`src/rcwl_map.svh`:
```
// Purpose: Named offsets, field positions and reset values of the
//          replacement class and way-lock block.
// Assumes: Registers are reached by privileged special-register moves.
// Notes:   Definitions only.
`ifndef RCWL_MAP_SVH
`define RCWL_MAP_SVH

// ----------------------------------------------------------------------
// Special-register numbers
// ----------------------------------------------------------------------
`define RCWL_SPR_W          10
`define RCWL_SPR_TABLE      10'h3F4
`define RCWL_SPR_DSTART0    10'h3E0
`define RCWL_SPR_DSTART1    10'h3E1
`define RCWL_SPR_DMASK0     10'h3E2
`define RCWL_SPR_DMASK1     10'h3E3
`define RCWL_SPR_DCLASS0    10'h3E4
`define RCWL_SPR_DCLASS1    10'h3E5
`define RCWL_SPR_ISTART0    10'h3E8
`define RCWL_SPR_ISTART1    10'h3E9
`define RCWL_SPR_IMASK0     10'h3EA
`define RCWL_SPR_IMASK1     10'h3EB
`define RCWL_SPR_ICLASS0    10'h3EC
`define RCWL_SPR_ICLASS1    10'h3ED

// ----------------------------------------------------------------------
// Field layout
// ----------------------------------------------------------------------
`define RCWL_REG_W          64
`define RCWL_VALID_BIT      0
`define RCWL_RELOC_BIT      1
`define RCWL_CMP_LO         12
`define RCWL_MASK_HI        31
`define RCWL_EA_HI_LO       32
`define RCWL_CLASS_W        3
`define RCWL_WAYS           4
`define RCWL_TABLE_W        32
`define RCWL_LAST_ENTRY     7
`define RCWL_ALL_WAYS       4'hF
`define RCWL_NO_WAYS        4'h0
`define RCWL_CLASS_ZERO     3'h0

// ----------------------------------------------------------------------
// Reset values
// ----------------------------------------------------------------------
`define RCWL_RST_REG        64'h0000_0000_0000_0000
`define RCWL_RST_CLASS      3'h0
`define RCWL_RST_TABLE      32'h0000_0000

`endif

```
`src/rcwl_pkg.sv`:
```
// Purpose: Types shared by the replacement class and way-lock block.
// Assumes: Nothing beyond the map header.
// Notes:   Fetch kinds are one-hot so a pipeline can tag them cheaply.
`default_nettype none
package rcwl_pkg;

  typedef enum logic [4:0] {
    RCWL_FETCH_SEQ      = 5'h01,
    RCWL_FETCH_BR_SPEC  = 5'h02,
    RCWL_FETCH_BR_TAKEN = 5'h04,
    RCWL_FETCH_PREFETCH = 5'h08,
    RCWL_FETCH_VECTOR   = 5'h10
  } rcwl_fetch_kind_e;

endpackage
`default_nettype wire

```
`src/rcwl_top.sv`:
```
// Purpose: Replacement class derivation and way-lock table for the
//          translation buffer.
// Assumes: All inputs come from logic on core_clk_in.
// Notes:   One result cycle after each request.
`timescale 1ns/1ps
`default_nettype none
`include "rcwl_map.svh"

module rcwl_top #(
  parameter int THR_W = 1
) (
  input  wire logic                     core_clk_in,
  input  wire logic                     srst_in,
  input  wire logic                     tlb_hw_managed_in,
  input  wire logic                     spr_wr_en_in,
  input  wire logic                     spr_rd_en_in,
  input  wire logic                     spr_priv_in,
  input  wire logic [`RCWL_SPR_W-1:0]   spr_num_in,
  input  wire logic [THR_W-1:0]         spr_thread_in,
  input  wire logic [`RCWL_REG_W-1:0]   spr_wdata_in,
  input  wire logic                     ifetch_valid_in,
  input  wire rcwl_pkg::rcwl_fetch_kind_e ifetch_kind_in,
  input  wire logic [THR_W-1:0]         ifetch_thread_in,
  input  wire logic [`RCWL_REG_W-1:0]   ifetch_ea_in,
  input  wire logic                     instr_relocate_bit_in,
  input  wire logic                     dacc_valid_in,
  input  wire logic                     dacc_cmo_in,
  input  wire logic [THR_W-1:0]         dacc_thread_in,
  input  wire logic [`RCWL_REG_W-1:0]   dacc_ea_in,
  input  wire logic                     data_relocate_bit_in,
  input  wire logic                     repl_req_in,
  input  wire logic [`RCWL_CLASS_W-1:0] repl_class_in,
  input  wire logic [`RCWL_WAYS-1:0]    repl_way_valid_in,
  input  wire logic [2:0]               repl_plru_in,
  output logic [`RCWL_REG_W-1:0]        spr_rdata_out,
  output logic                          spr_rd_valid_out,
  output logic                          spr_priv_fault_out,
  output logic                          ifetch_class_valid_out,
  output rcwl_pkg::rcwl_fetch_kind_e    ifetch_kind_out,
  output logic [`RCWL_CLASS_W-1:0]      ifetch_class_out,
  output logic [`RCWL_WAYS-1:0]         ifetch_way_mask_out,
  output logic                          dacc_class_valid_out,
  output logic                          dacc_cmo_out,
  output logic [`RCWL_CLASS_W-1:0]      dacc_class_out,
  output logic [`RCWL_WAYS-1:0]         dacc_way_mask_out,
  output logic                          repl_grant_out,
  output logic [1:0]                    repl_way_out,
  output logic                          repl_invalid_pick_out
);

  localparam int NTHR = 2 ** THR_W;
  localparam int NRNG = 2;

  // --------------------------------------------------------------------
  // State
  // --------------------------------------------------------------------
  typedef logic [NTHR-1:0][NRNG-1:0][`RCWL_REG_W-1:0]   rcwl_regs_t;
  typedef logic [NTHR-1:0][NRNG-1:0][`RCWL_CLASS_W-1:0] rcwl_cls_t;

  typedef struct packed {
    rcwl_regs_t                   dstart;
    rcwl_regs_t                   dmask;
    rcwl_cls_t                    dclass;
    rcwl_regs_t                   istart;
    rcwl_regs_t                   imask;
    rcwl_cls_t                    iclass;
    logic [`RCWL_TABLE_W-1:0]     way_lock_table;
    logic [`RCWL_REG_W-1:0]       rdata;
    logic                         rd_valid;
    logic                         priv_fault;
    logic                         i_valid;
    rcwl_pkg::rcwl_fetch_kind_e   i_kind;
    logic [`RCWL_CLASS_W-1:0]     i_class;
    logic [`RCWL_WAYS-1:0]        i_ways;
    logic                         d_valid;
    logic                         d_cmo;
    logic [`RCWL_CLASS_W-1:0]     d_class;
    logic [`RCWL_WAYS-1:0]        d_ways;
    logic                         grant;
    logic [1:0]                   way;
    logic                         inv_pick;
    logic [`RCWL_WAYS-1:0]        elig;
  } rcwl_state_s;

  rcwl_state_s st_ff;
  rcwl_state_s nxt_st;

  // --------------------------------------------------------------------
  // Functions
  // --------------------------------------------------------------------
  function automatic logic [`RCWL_WAYS-1:0] eff_entry(
    input logic [`RCWL_TABLE_W-1:0] tbl,
    input logic [`RCWL_CLASS_W-1:0] cls
  );
    logic [`RCWL_WAYS-1:0] e;
    e = tbl[(`RCWL_LAST_ENTRY - int'(cls)) * `RCWL_WAYS +: `RCWL_WAYS];
    if (e == `RCWL_NO_WAYS) begin
      e = `RCWL_ALL_WAYS;
    end
    return e;
  endfunction

  function automatic logic [`RCWL_WAYS-1:0] way_mask(
    input logic                     hw,
    input logic [`RCWL_TABLE_W-1:0] tbl,
    input logic [`RCWL_CLASS_W-1:0] cls
  );
    return hw ? eff_entry(tbl, cls) : `RCWL_ALL_WAYS;
  endfunction

  function automatic logic [1:0] first_way(input logic [3:0] m);
    logic [1:0] w;
    w = 2'h3;
    for (int i = 3; i >= 0; i--) begin
      if (m[i]) begin
        w = i[1:0];
      end
    end
    return w;
  endfunction

  function automatic logic [1:0] plru_pick(
    input logic [3:0] el,
    input logic [2:0] p
  );
    logic go_right;
    logic [1:0] w;
    go_right = p[0] ? (|el[3:2]) : !(|el[1:0]);
    if (go_right) begin
      w = (p[2] ? el[3] : !el[2]) ? 2'h3 : 2'h2;
    end else begin
      w = (p[1] ? el[1] : !el[0]) ? 2'h1 : 2'h0;
    end
    return w;
  endfunction

  // --------------------------------------------------------------------
  // Range compare
  // --------------------------------------------------------------------
  logic [NRNG-1:0]                    ihit;
  logic [NRNG-1:0]                    dhit;
  logic [NRNG-1:0][`RCWL_CLASS_W-1:0] icls;
  logic [NRNG-1:0][`RCWL_CLASS_W-1:0] dcls;

  for (genvar r = 0; r < NRNG; r++) begin : g_rng
    rcwl_range_match u_imatch (
      .start_in  (st_ff.istart[ifetch_thread_in][r]),
      .mask_in   (st_ff.imask[ifetch_thread_in][r]),
      .ea_in     (ifetch_ea_in),
      .reloc_in  (instr_relocate_bit_in),
      .class_in  (st_ff.iclass[ifetch_thread_in][r]),
      .hit_out   (ihit[r]),
      .class_out (icls[r])
    );
    rcwl_range_match u_dmatch (
      .start_in  (st_ff.dstart[dacc_thread_in][r]),
      .mask_in   (st_ff.dmask[dacc_thread_in][r]),
      .ea_in     (dacc_ea_in),
      .reloc_in  (data_relocate_bit_in),
      .class_in  (st_ff.dclass[dacc_thread_in][r]),
      .hit_out   (dhit[r]),
      .class_out (dcls[r])
    );
  end

  // --------------------------------------------------------------------
  // Next state
  // --------------------------------------------------------------------
  logic                     spr_ok;
  logic [`RCWL_CLASS_W-1:0] i_id;
  logic [`RCWL_CLASS_W-1:0] d_id;
  logic [`RCWL_WAYS-1:0]    r_elig;
  logic [`RCWL_WAYS-1:0]    r_inv;

  always_comb begin
    nxt_st = st_ff;
    spr_ok = spr_priv_in;
    i_id   = icls[0] | icls[1];
    d_id   = dcls[0] | dcls[1];
    r_elig = way_mask(tlb_hw_managed_in, st_ff.way_lock_table,
                      repl_class_in);
    r_inv  = r_elig & ~repl_way_valid_in;

    nxt_st.priv_fault = (spr_wr_en_in || spr_rd_en_in) && !spr_ok;
    if (spr_wr_en_in && spr_ok) begin
      case (spr_num_in)
        `RCWL_SPR_TABLE:
          nxt_st.way_lock_table = spr_wdata_in[`RCWL_TABLE_W-1:0];
        `RCWL_SPR_DSTART0: nxt_st.dstart[spr_thread_in][0] = spr_wdata_in;
        `RCWL_SPR_DSTART1: nxt_st.dstart[spr_thread_in][1] = spr_wdata_in;
        `RCWL_SPR_DMASK0:  nxt_st.dmask[spr_thread_in][0]  = spr_wdata_in;
        `RCWL_SPR_DMASK1:  nxt_st.dmask[spr_thread_in][1]  = spr_wdata_in;
        `RCWL_SPR_DCLASS0:
          nxt_st.dclass[spr_thread_in][0] = spr_wdata_in[`RCWL_CLASS_W-1:0];
        `RCWL_SPR_DCLASS1:
          nxt_st.dclass[spr_thread_in][1] = spr_wdata_in[`RCWL_CLASS_W-1:0];
        `RCWL_SPR_ISTART0: nxt_st.istart[spr_thread_in][0] = spr_wdata_in;
        `RCWL_SPR_ISTART1: nxt_st.istart[spr_thread_in][1] = spr_wdata_in;
        `RCWL_SPR_IMASK0:  nxt_st.imask[spr_thread_in][0]  = spr_wdata_in;
        `RCWL_SPR_IMASK1:  nxt_st.imask[spr_thread_in][1]  = spr_wdata_in;
        `RCWL_SPR_ICLASS0:
          nxt_st.iclass[spr_thread_in][0] = spr_wdata_in[`RCWL_CLASS_W-1:0];
        `RCWL_SPR_ICLASS1:
          nxt_st.iclass[spr_thread_in][1] = spr_wdata_in[`RCWL_CLASS_W-1:0];
        default: begin
        end
      endcase
    end

    nxt_st.rd_valid = spr_rd_en_in && spr_ok;
    nxt_st.rdata    = `RCWL_RST_REG;
    if (spr_rd_en_in && spr_ok) begin
      case (spr_num_in)
        `RCWL_SPR_TABLE:
          nxt_st.rdata[`RCWL_TABLE_W-1:0] = st_ff.way_lock_table;
        `RCWL_SPR_DSTART0: nxt_st.rdata = st_ff.dstart[spr_thread_in][0];
        `RCWL_SPR_DSTART1: nxt_st.rdata = st_ff.dstart[spr_thread_in][1];
        `RCWL_SPR_DMASK0:  nxt_st.rdata = st_ff.dmask[spr_thread_in][0];
        `RCWL_SPR_DMASK1:  nxt_st.rdata = st_ff.dmask[spr_thread_in][1];
        `RCWL_SPR_DCLASS0:
          nxt_st.rdata[`RCWL_CLASS_W-1:0] = st_ff.dclass[spr_thread_in][0];
        `RCWL_SPR_DCLASS1:
          nxt_st.rdata[`RCWL_CLASS_W-1:0] = st_ff.dclass[spr_thread_in][1];
        `RCWL_SPR_ISTART0: nxt_st.rdata = st_ff.istart[spr_thread_in][0];
        `RCWL_SPR_ISTART1: nxt_st.rdata = st_ff.istart[spr_thread_in][1];
        `RCWL_SPR_IMASK0:  nxt_st.rdata = st_ff.imask[spr_thread_in][0];
        `RCWL_SPR_IMASK1:  nxt_st.rdata = st_ff.imask[spr_thread_in][1];
        `RCWL_SPR_ICLASS0:
          nxt_st.rdata[`RCWL_CLASS_W-1:0] = st_ff.iclass[spr_thread_in][0];
        `RCWL_SPR_ICLASS1:
          nxt_st.rdata[`RCWL_CLASS_W-1:0] = st_ff.iclass[spr_thread_in][1];
        default: begin
        end
      endcase
    end

    // Fetch side, any fetch kind
    nxt_st.i_valid = ifetch_valid_in;
    nxt_st.i_kind  = ifetch_kind_in;
    nxt_st.i_class = ifetch_valid_in ? i_id : `RCWL_CLASS_ZERO;
    nxt_st.i_ways  = ifetch_valid_in
                     ? way_mask(tlb_hw_managed_in, st_ff.way_lock_table, i_id)
                     : `RCWL_ALL_WAYS;

    // Data side, cache management ops included
    nxt_st.d_valid = dacc_valid_in;
    nxt_st.d_cmo   = dacc_valid_in && dacc_cmo_in;
    nxt_st.d_class = dacc_valid_in ? d_id : `RCWL_CLASS_ZERO;
    nxt_st.d_ways  = dacc_valid_in
                     ? way_mask(tlb_hw_managed_in, st_ff.way_lock_table, d_id)
                     : `RCWL_ALL_WAYS;

    // Victim choice on a miss
    nxt_st.grant    = repl_req_in && tlb_hw_managed_in;
    nxt_st.elig     = r_elig;
    nxt_st.inv_pick = nxt_st.grant && (r_inv != `RCWL_NO_WAYS);
    nxt_st.way      = 2'h0;
    if (nxt_st.grant) begin
      nxt_st.way = (r_inv != `RCWL_NO_WAYS) ? first_way(r_inv)
                                            : plru_pick(r_elig,
                                                        repl_plru_in);
    end
  end

  // --------------------------------------------------------------------
  // Registers
  // --------------------------------------------------------------------
  always_ff @(posedge core_clk_in) begin
    if (srst_in) begin
      st_ff                <= '0;
      st_ff.way_lock_table <= `RCWL_RST_TABLE;
      st_ff.i_kind         <= rcwl_pkg::RCWL_FETCH_SEQ;
      st_ff.i_ways         <= `RCWL_ALL_WAYS;
      st_ff.d_ways         <= `RCWL_ALL_WAYS;
    end else begin
      st_ff <= nxt_st;
    end
  end

  assign spr_rdata_out          = st_ff.rdata;
  assign spr_rd_valid_out       = st_ff.rd_valid;
  assign spr_priv_fault_out     = st_ff.priv_fault;
  assign ifetch_class_valid_out = st_ff.i_valid;
  assign ifetch_kind_out        = st_ff.i_kind;
  assign ifetch_class_out       = st_ff.i_class;
  assign ifetch_way_mask_out    = st_ff.i_ways;
  assign dacc_class_valid_out   = st_ff.d_valid;
  assign dacc_cmo_out           = st_ff.d_cmo;
  assign dacc_class_out         = st_ff.d_class;
  assign dacc_way_mask_out      = st_ff.d_ways;
  assign repl_grant_out         = st_ff.grant;
  assign repl_way_out           = st_ff.way;
  assign repl_invalid_pick_out  = st_ff.inv_pick;
endmodule
`default_nettype wire

```
`src/rcwl_range_match.sv`:
```
// Purpose: One address range compare and gated class value.
// Assumes: Start and mask use bit 0 as least significant.
// Notes:   Purely combinational.
`timescale 1ns/1ps
`default_nettype none
`include "rcwl_map.svh"

module rcwl_range_match (
  input  wire logic [`RCWL_REG_W-1:0]   start_in,
  input  wire logic [`RCWL_REG_W-1:0]   mask_in,
  input  wire logic [`RCWL_REG_W-1:0]   ea_in,
  input  wire logic                     reloc_in,
  input  wire logic [`RCWL_CLASS_W-1:0] class_in,
  output logic                          hit_out,
  output logic [`RCWL_CLASS_W-1:0]      class_out
);

  logic [`RCWL_REG_W-1:`RCWL_CMP_LO] cmp_addr;

  always_comb begin
    cmp_addr = {ea_in[`RCWL_REG_W-1:`RCWL_EA_HI_LO],
                ea_in[`RCWL_MASK_HI:`RCWL_CMP_LO]
                & mask_in[`RCWL_MASK_HI:`RCWL_CMP_LO]};
    hit_out = start_in[`RCWL_VALID_BIT]
              && (start_in[`RCWL_RELOC_BIT] == reloc_in)
              && (start_in[`RCWL_REG_W-1:`RCWL_CMP_LO] == cmp_addr);
    class_out = class_in & {`RCWL_CLASS_W{hit_out}};
  end

endmodule
`default_nettype wire

```
`config.mk`:
```
export PLATFORM = sky130hd
export DESIGN_NAME = rcwl_top
export DESIGN_NICKNAME = d
export VERILOG_FILES = /design/src/rcwl_pkg.sv /design/src/rcwl_top.sv /design/src/rcwl_range_match.sv
export VERILOG_INCLUDE_DIRS = /design/src
export SDC_FILE = /design/constraint.sdc
export NUM_CORES = 2
export LEC_CHECK = 0
export BUFFER_PORTS_ARGS = -buffer_cell sky130_fd_sc_hd__buf_4
export CELL_PAD_IN_SITES_DETAIL_PLACEMENT = 1
export CELL_PAD_IN_SITES_GLOBAL_PLACEMENT = 2
export CORE_UTILIZATION = 35
export DETAILED_ROUTE_END_ITERATION = 8
export GPL_ROUTABILITY_DRIVEN = 1
export PLACE_DENSITY_LB_ADDON = 0.1
export SYNTH_ARGS = -nofsm -noshare
export SYNTH_HDL_FRONTEND = slang
export SYNTH_SLANG_ARGS = --single-unit
```
`constraint.sdc`:
```
create_clock -name core_clk_in -period 5.9 [get_ports core_clk_in]
set_input_delay 0.59 -clock core_clk_in [delete_from_list [all_inputs] [get_ports core_clk_in]]
set_output_delay 0.59 -clock core_clk_in [all_outputs]
set_load 0.05 [all_outputs]
```
==> impl_metrics.yaml <==
logic_synthesis:
  synth_area_sq_um: 55000
  yosysTopAreaCell: "dfxtp_1"
  seq_area_frac_synth_pct: 42.6
  ys_types: 79
  synth_edf_count: 0
  synth_top_area_share_pct: 42.6
  ys.flop_type: "dfxtp_1"
  synth.net_count: 7429
  synthCells: 7197
  ys_warn_count: 0
  syn_area_per_cell_sq_um: 7.65
  synthArstFlopShare_pct: 0
  synth-seq-cells: 1172
  synth_area_leaders: "dfxtp_1 (43%), nand2_1 (17%), a21oi_1 (11%), mux2i_1 (5.5%), clkbuf_1 (3.9%)"
critical_path:
  cp.arrival_ns: 5.04
  crit_family: "compound AO/OA/AOI/OAI gates"
  max_stage_delay_ns: 1.01
  ff2ff_path_depth: 11
  critical_path_depth: 11
  required_ns: 6.57
  endpoint_kind: "flop"
  setup.worst_path.start_class: "flop"
  path_buf_inv: 1
  slowest_stage: "a221oi_1"
  crit_fanout: 9
  crit_type: "flop to flop"
  regToRegSetupSlack_ns: 1.53
  path_cells: "xor2_1, a221oi_1, nand3_1, a21oi_1, nand3_2, nor4_4, a22oi_1, buf_4, mux2i_1, mux2_2, o311ai_1"
grt:
  grt_use_total_pct: 38.6
  grt_start_max_net_pins: 199
  antenna_found_initial: 19
  grt_pass1_vias: 54500
  grt-ovfl-total: 0
  grt_pass1_wl_um: 434000
timing:
  setup_viol: 0
  tns_ns: 0
  final_hold_viol_count: 0
  maxSlewHeadroom_pct: 8.01
  timing.final.crit_share_pct: 74.0
  timing.final.crit_period_ns: 4.37
  rsz0062_at_grt: "false"
  skew_ns: 0.0305
  tightest_slew_ns: 1.38
  drv_slew: 0
  timing.fmax_mhz: 229
place:
  routabilityCongestion: 0.974
  io_buffers: 299
  place_hpwl_um: 204000
finish:
  n_fill_cell: 18800
  drive_gt1_share_pct: 11.4
  area_delta_synth_final_pct: 15.3
  fin_nets: 7337
  utilization_pct: 40.6
clocking:
  cts_buffers: 145
  cts_resized: 0
  clock-root-buffer: "clkbuf_16"
  cts_tree: "built"
  cts.hold.buffers_added: 5
  path_clk_slew_ns: 0.06
  clk_latency_ns: 0.80
  htreeDepth: 4
  cts.sinks: 1172
  cts_buffer_depth: 3
  postCtsSetupRepairBufs: 0
routing:
  wl_per_cell_um: 34.1
  via_count: 57000
  post-route-drc-count: 0
  drtIter0Drc: 6475
  via_per_inst: 6.14
  wirelength_um: 316000
  detail-route-antenna-nets: 0
  firstDrtPassIters: 9
floorplanning:
  row_count: 145
  die_w_um: 399
  start_util_pct: 35.2
  dieArea_sq_um: 159000
  core_area_sq_um: 156000
  ios: 324
  dieHeight_um: 399
run_status:
  status: "complete, no violations"
power_and_ir_drop:
  power_leakage_nw: 21.5
  ir_worst_vdd_v: 0.000290
  power_density_nw_per_um2: 284
hold_path:
  hold_depth: 2
  hold_class: "input pin to flop"
job:
  cap_viol_max_count: 0
-- power by group --
part           leakage [nW]  total [mW]  switching [mW]  internal [mW]
combinational          9.72       0.968           0.720          0.247
sequential             9.44        7.92         0.00197           7.92
clock                  2.35        9.15            3.82           5.33
total                  21.5        18.0            4.54           13.5
-- synth_stat cells, drive strengths merged (29+ instances only) --
| master | instances |
|---|---|
| nand4 | 66 |
| and3 | 46 |
| a221o | 42 |
| buf | 143 |
| a21oi | 1180 |
| nor2 | 114 |
| a222oi | 60 |
| nand2 | 2436 |
| clkbuf | 576 |
| and3b | 40 |
| xor2 | 119 |
| mux2 | 29 |
| dfxtp | 1172 |
| nor3b | 30 |
| nand3 | 65 |
| mux2i | 303 |
| a221oi | 108 |
| o22ai | 44 |
| a31oi | 47 |
| o21ai | 96 |
| xnor2 | 58 |
| a22oi | 118 |
-- stage by stage --
step                      instances  power, mW  setup slack (ns)  hold WS, ns  cell area, sq um
after CTS                      9270       18.1              1.66       0.0132             63400
after global placement         9011       9.03             0.937        0.436             58600
after detailed placement       9011       9.04             0.966        0.446             58600
after floorplan                7197       8.56              2.50        0.428             55000
after global routing           9274       18.4              1.40       0.0442             63400
final                          9279       18.0              1.53       0.0434             63500
-- layout make-up --
type                    count  area, sq um  share of cell area (%)
diodes                      9         22.5                  0.0355
flip-flops and latches   1172        23500                    37.0
inverters                  11         41.3                  0.0651
clock inverters            41          470                   0.741
clock buffers             213         4280                    6.74
repair buffers            480         3880                    6.11
multi-input cells        5295        28700                    45.3
well taps                2058         2570                    4.06
-- worst reg2reg max path, cell delays in order (launching register included) --
cell and delay [ns]:
dfxtp_1 0.52, xor2_1 0.43, a221oi_1 1.02, nand3_1 0.16, a21oi_1 0.29, nand3_2 0.15
nor4_4 0.48, a22oi_1 0.18, buf_4 0.24, mux2i_1 0.18, mux2_2 0.30, o311ai_1 0.30
-- flip-flops by register name, summed over array words and instances (netlist names) --
name and count:
dacc_class_out 3, ifetch_class_out 3, repl_grant_out 1, ifetch_class_valid_out 1, ifetch_kind_out 5, st_ff 1080, spr_rd_valid_out 1, spr_rdata_out 64
dacc_class_valid_out 1, repl_way_out 2, dacc_way_mask_out 4, repl_invalid_pick_out 1, ifetch_way_mask_out 4, spr_priv_fault_out 1, dacc_cmo_out 1
-- routing by layer --
metal / global-route usage (%) / vias up / share of wire (%)
li1: - / 24500 / -
met1: 49.8 / 28900 / 41
met2: 60.4 / 2801 / 45
met3: 7.33 / 777 / 8.2
met4: 21.5 / 12 / 6.0
met5: 0 / - / 0.024
-- kinds of logic after synthesis --
logic type      Yosys count  synth area share, %
compound gates         1860                 20.4
flops                  1172                 42.6
mux                     340                 6.44
simple gates           2918                 21.8
buf+inv                 730                 5.88
xor+xnor                177                 2.82
-- cell usage in the layout, fill, tap and decap left out, types with 20 or more instances in the layout --
cell,n
nand2_1,2417
a21oi_1,1180
dfxtp_1,1172
buf_4,451
mux2i_1,302
clkbuf_16,148
xor2_1,119
a22oi_1,117
a221oi_1,108
o21ai_0,93
nor2_1,88
nand4_1,66
nand3_1,62
a222oi_1,60
xnor2_1,58
a31oi_1,47
o22ai_1,44
and3_1,42
a221o_1,42
and3b_1,40
clkbuf_8,33
clkbuf_1,32
nor3b_1,29
mux2_2,29
a22o_1,28
nor4_1,23
clkinv_2,23
a21boi_0,20
o211ai_1,20
-- worst paths after layout --
| path | start | to |
|---|---|---|
| setup / recovery | st_ff[520] | ifetch_way_mask_out[0] |
| hold / removal | ifetch_kind_in[1] | ifetch_kind_out[1] |
| setup reg to reg | st_ff[520] | ifetch_way_mask_out[0] |
| hold reg to reg | st_ff[403] | st_ff[403] |
No activity file was read; power rests on OpenSTA's default activity.
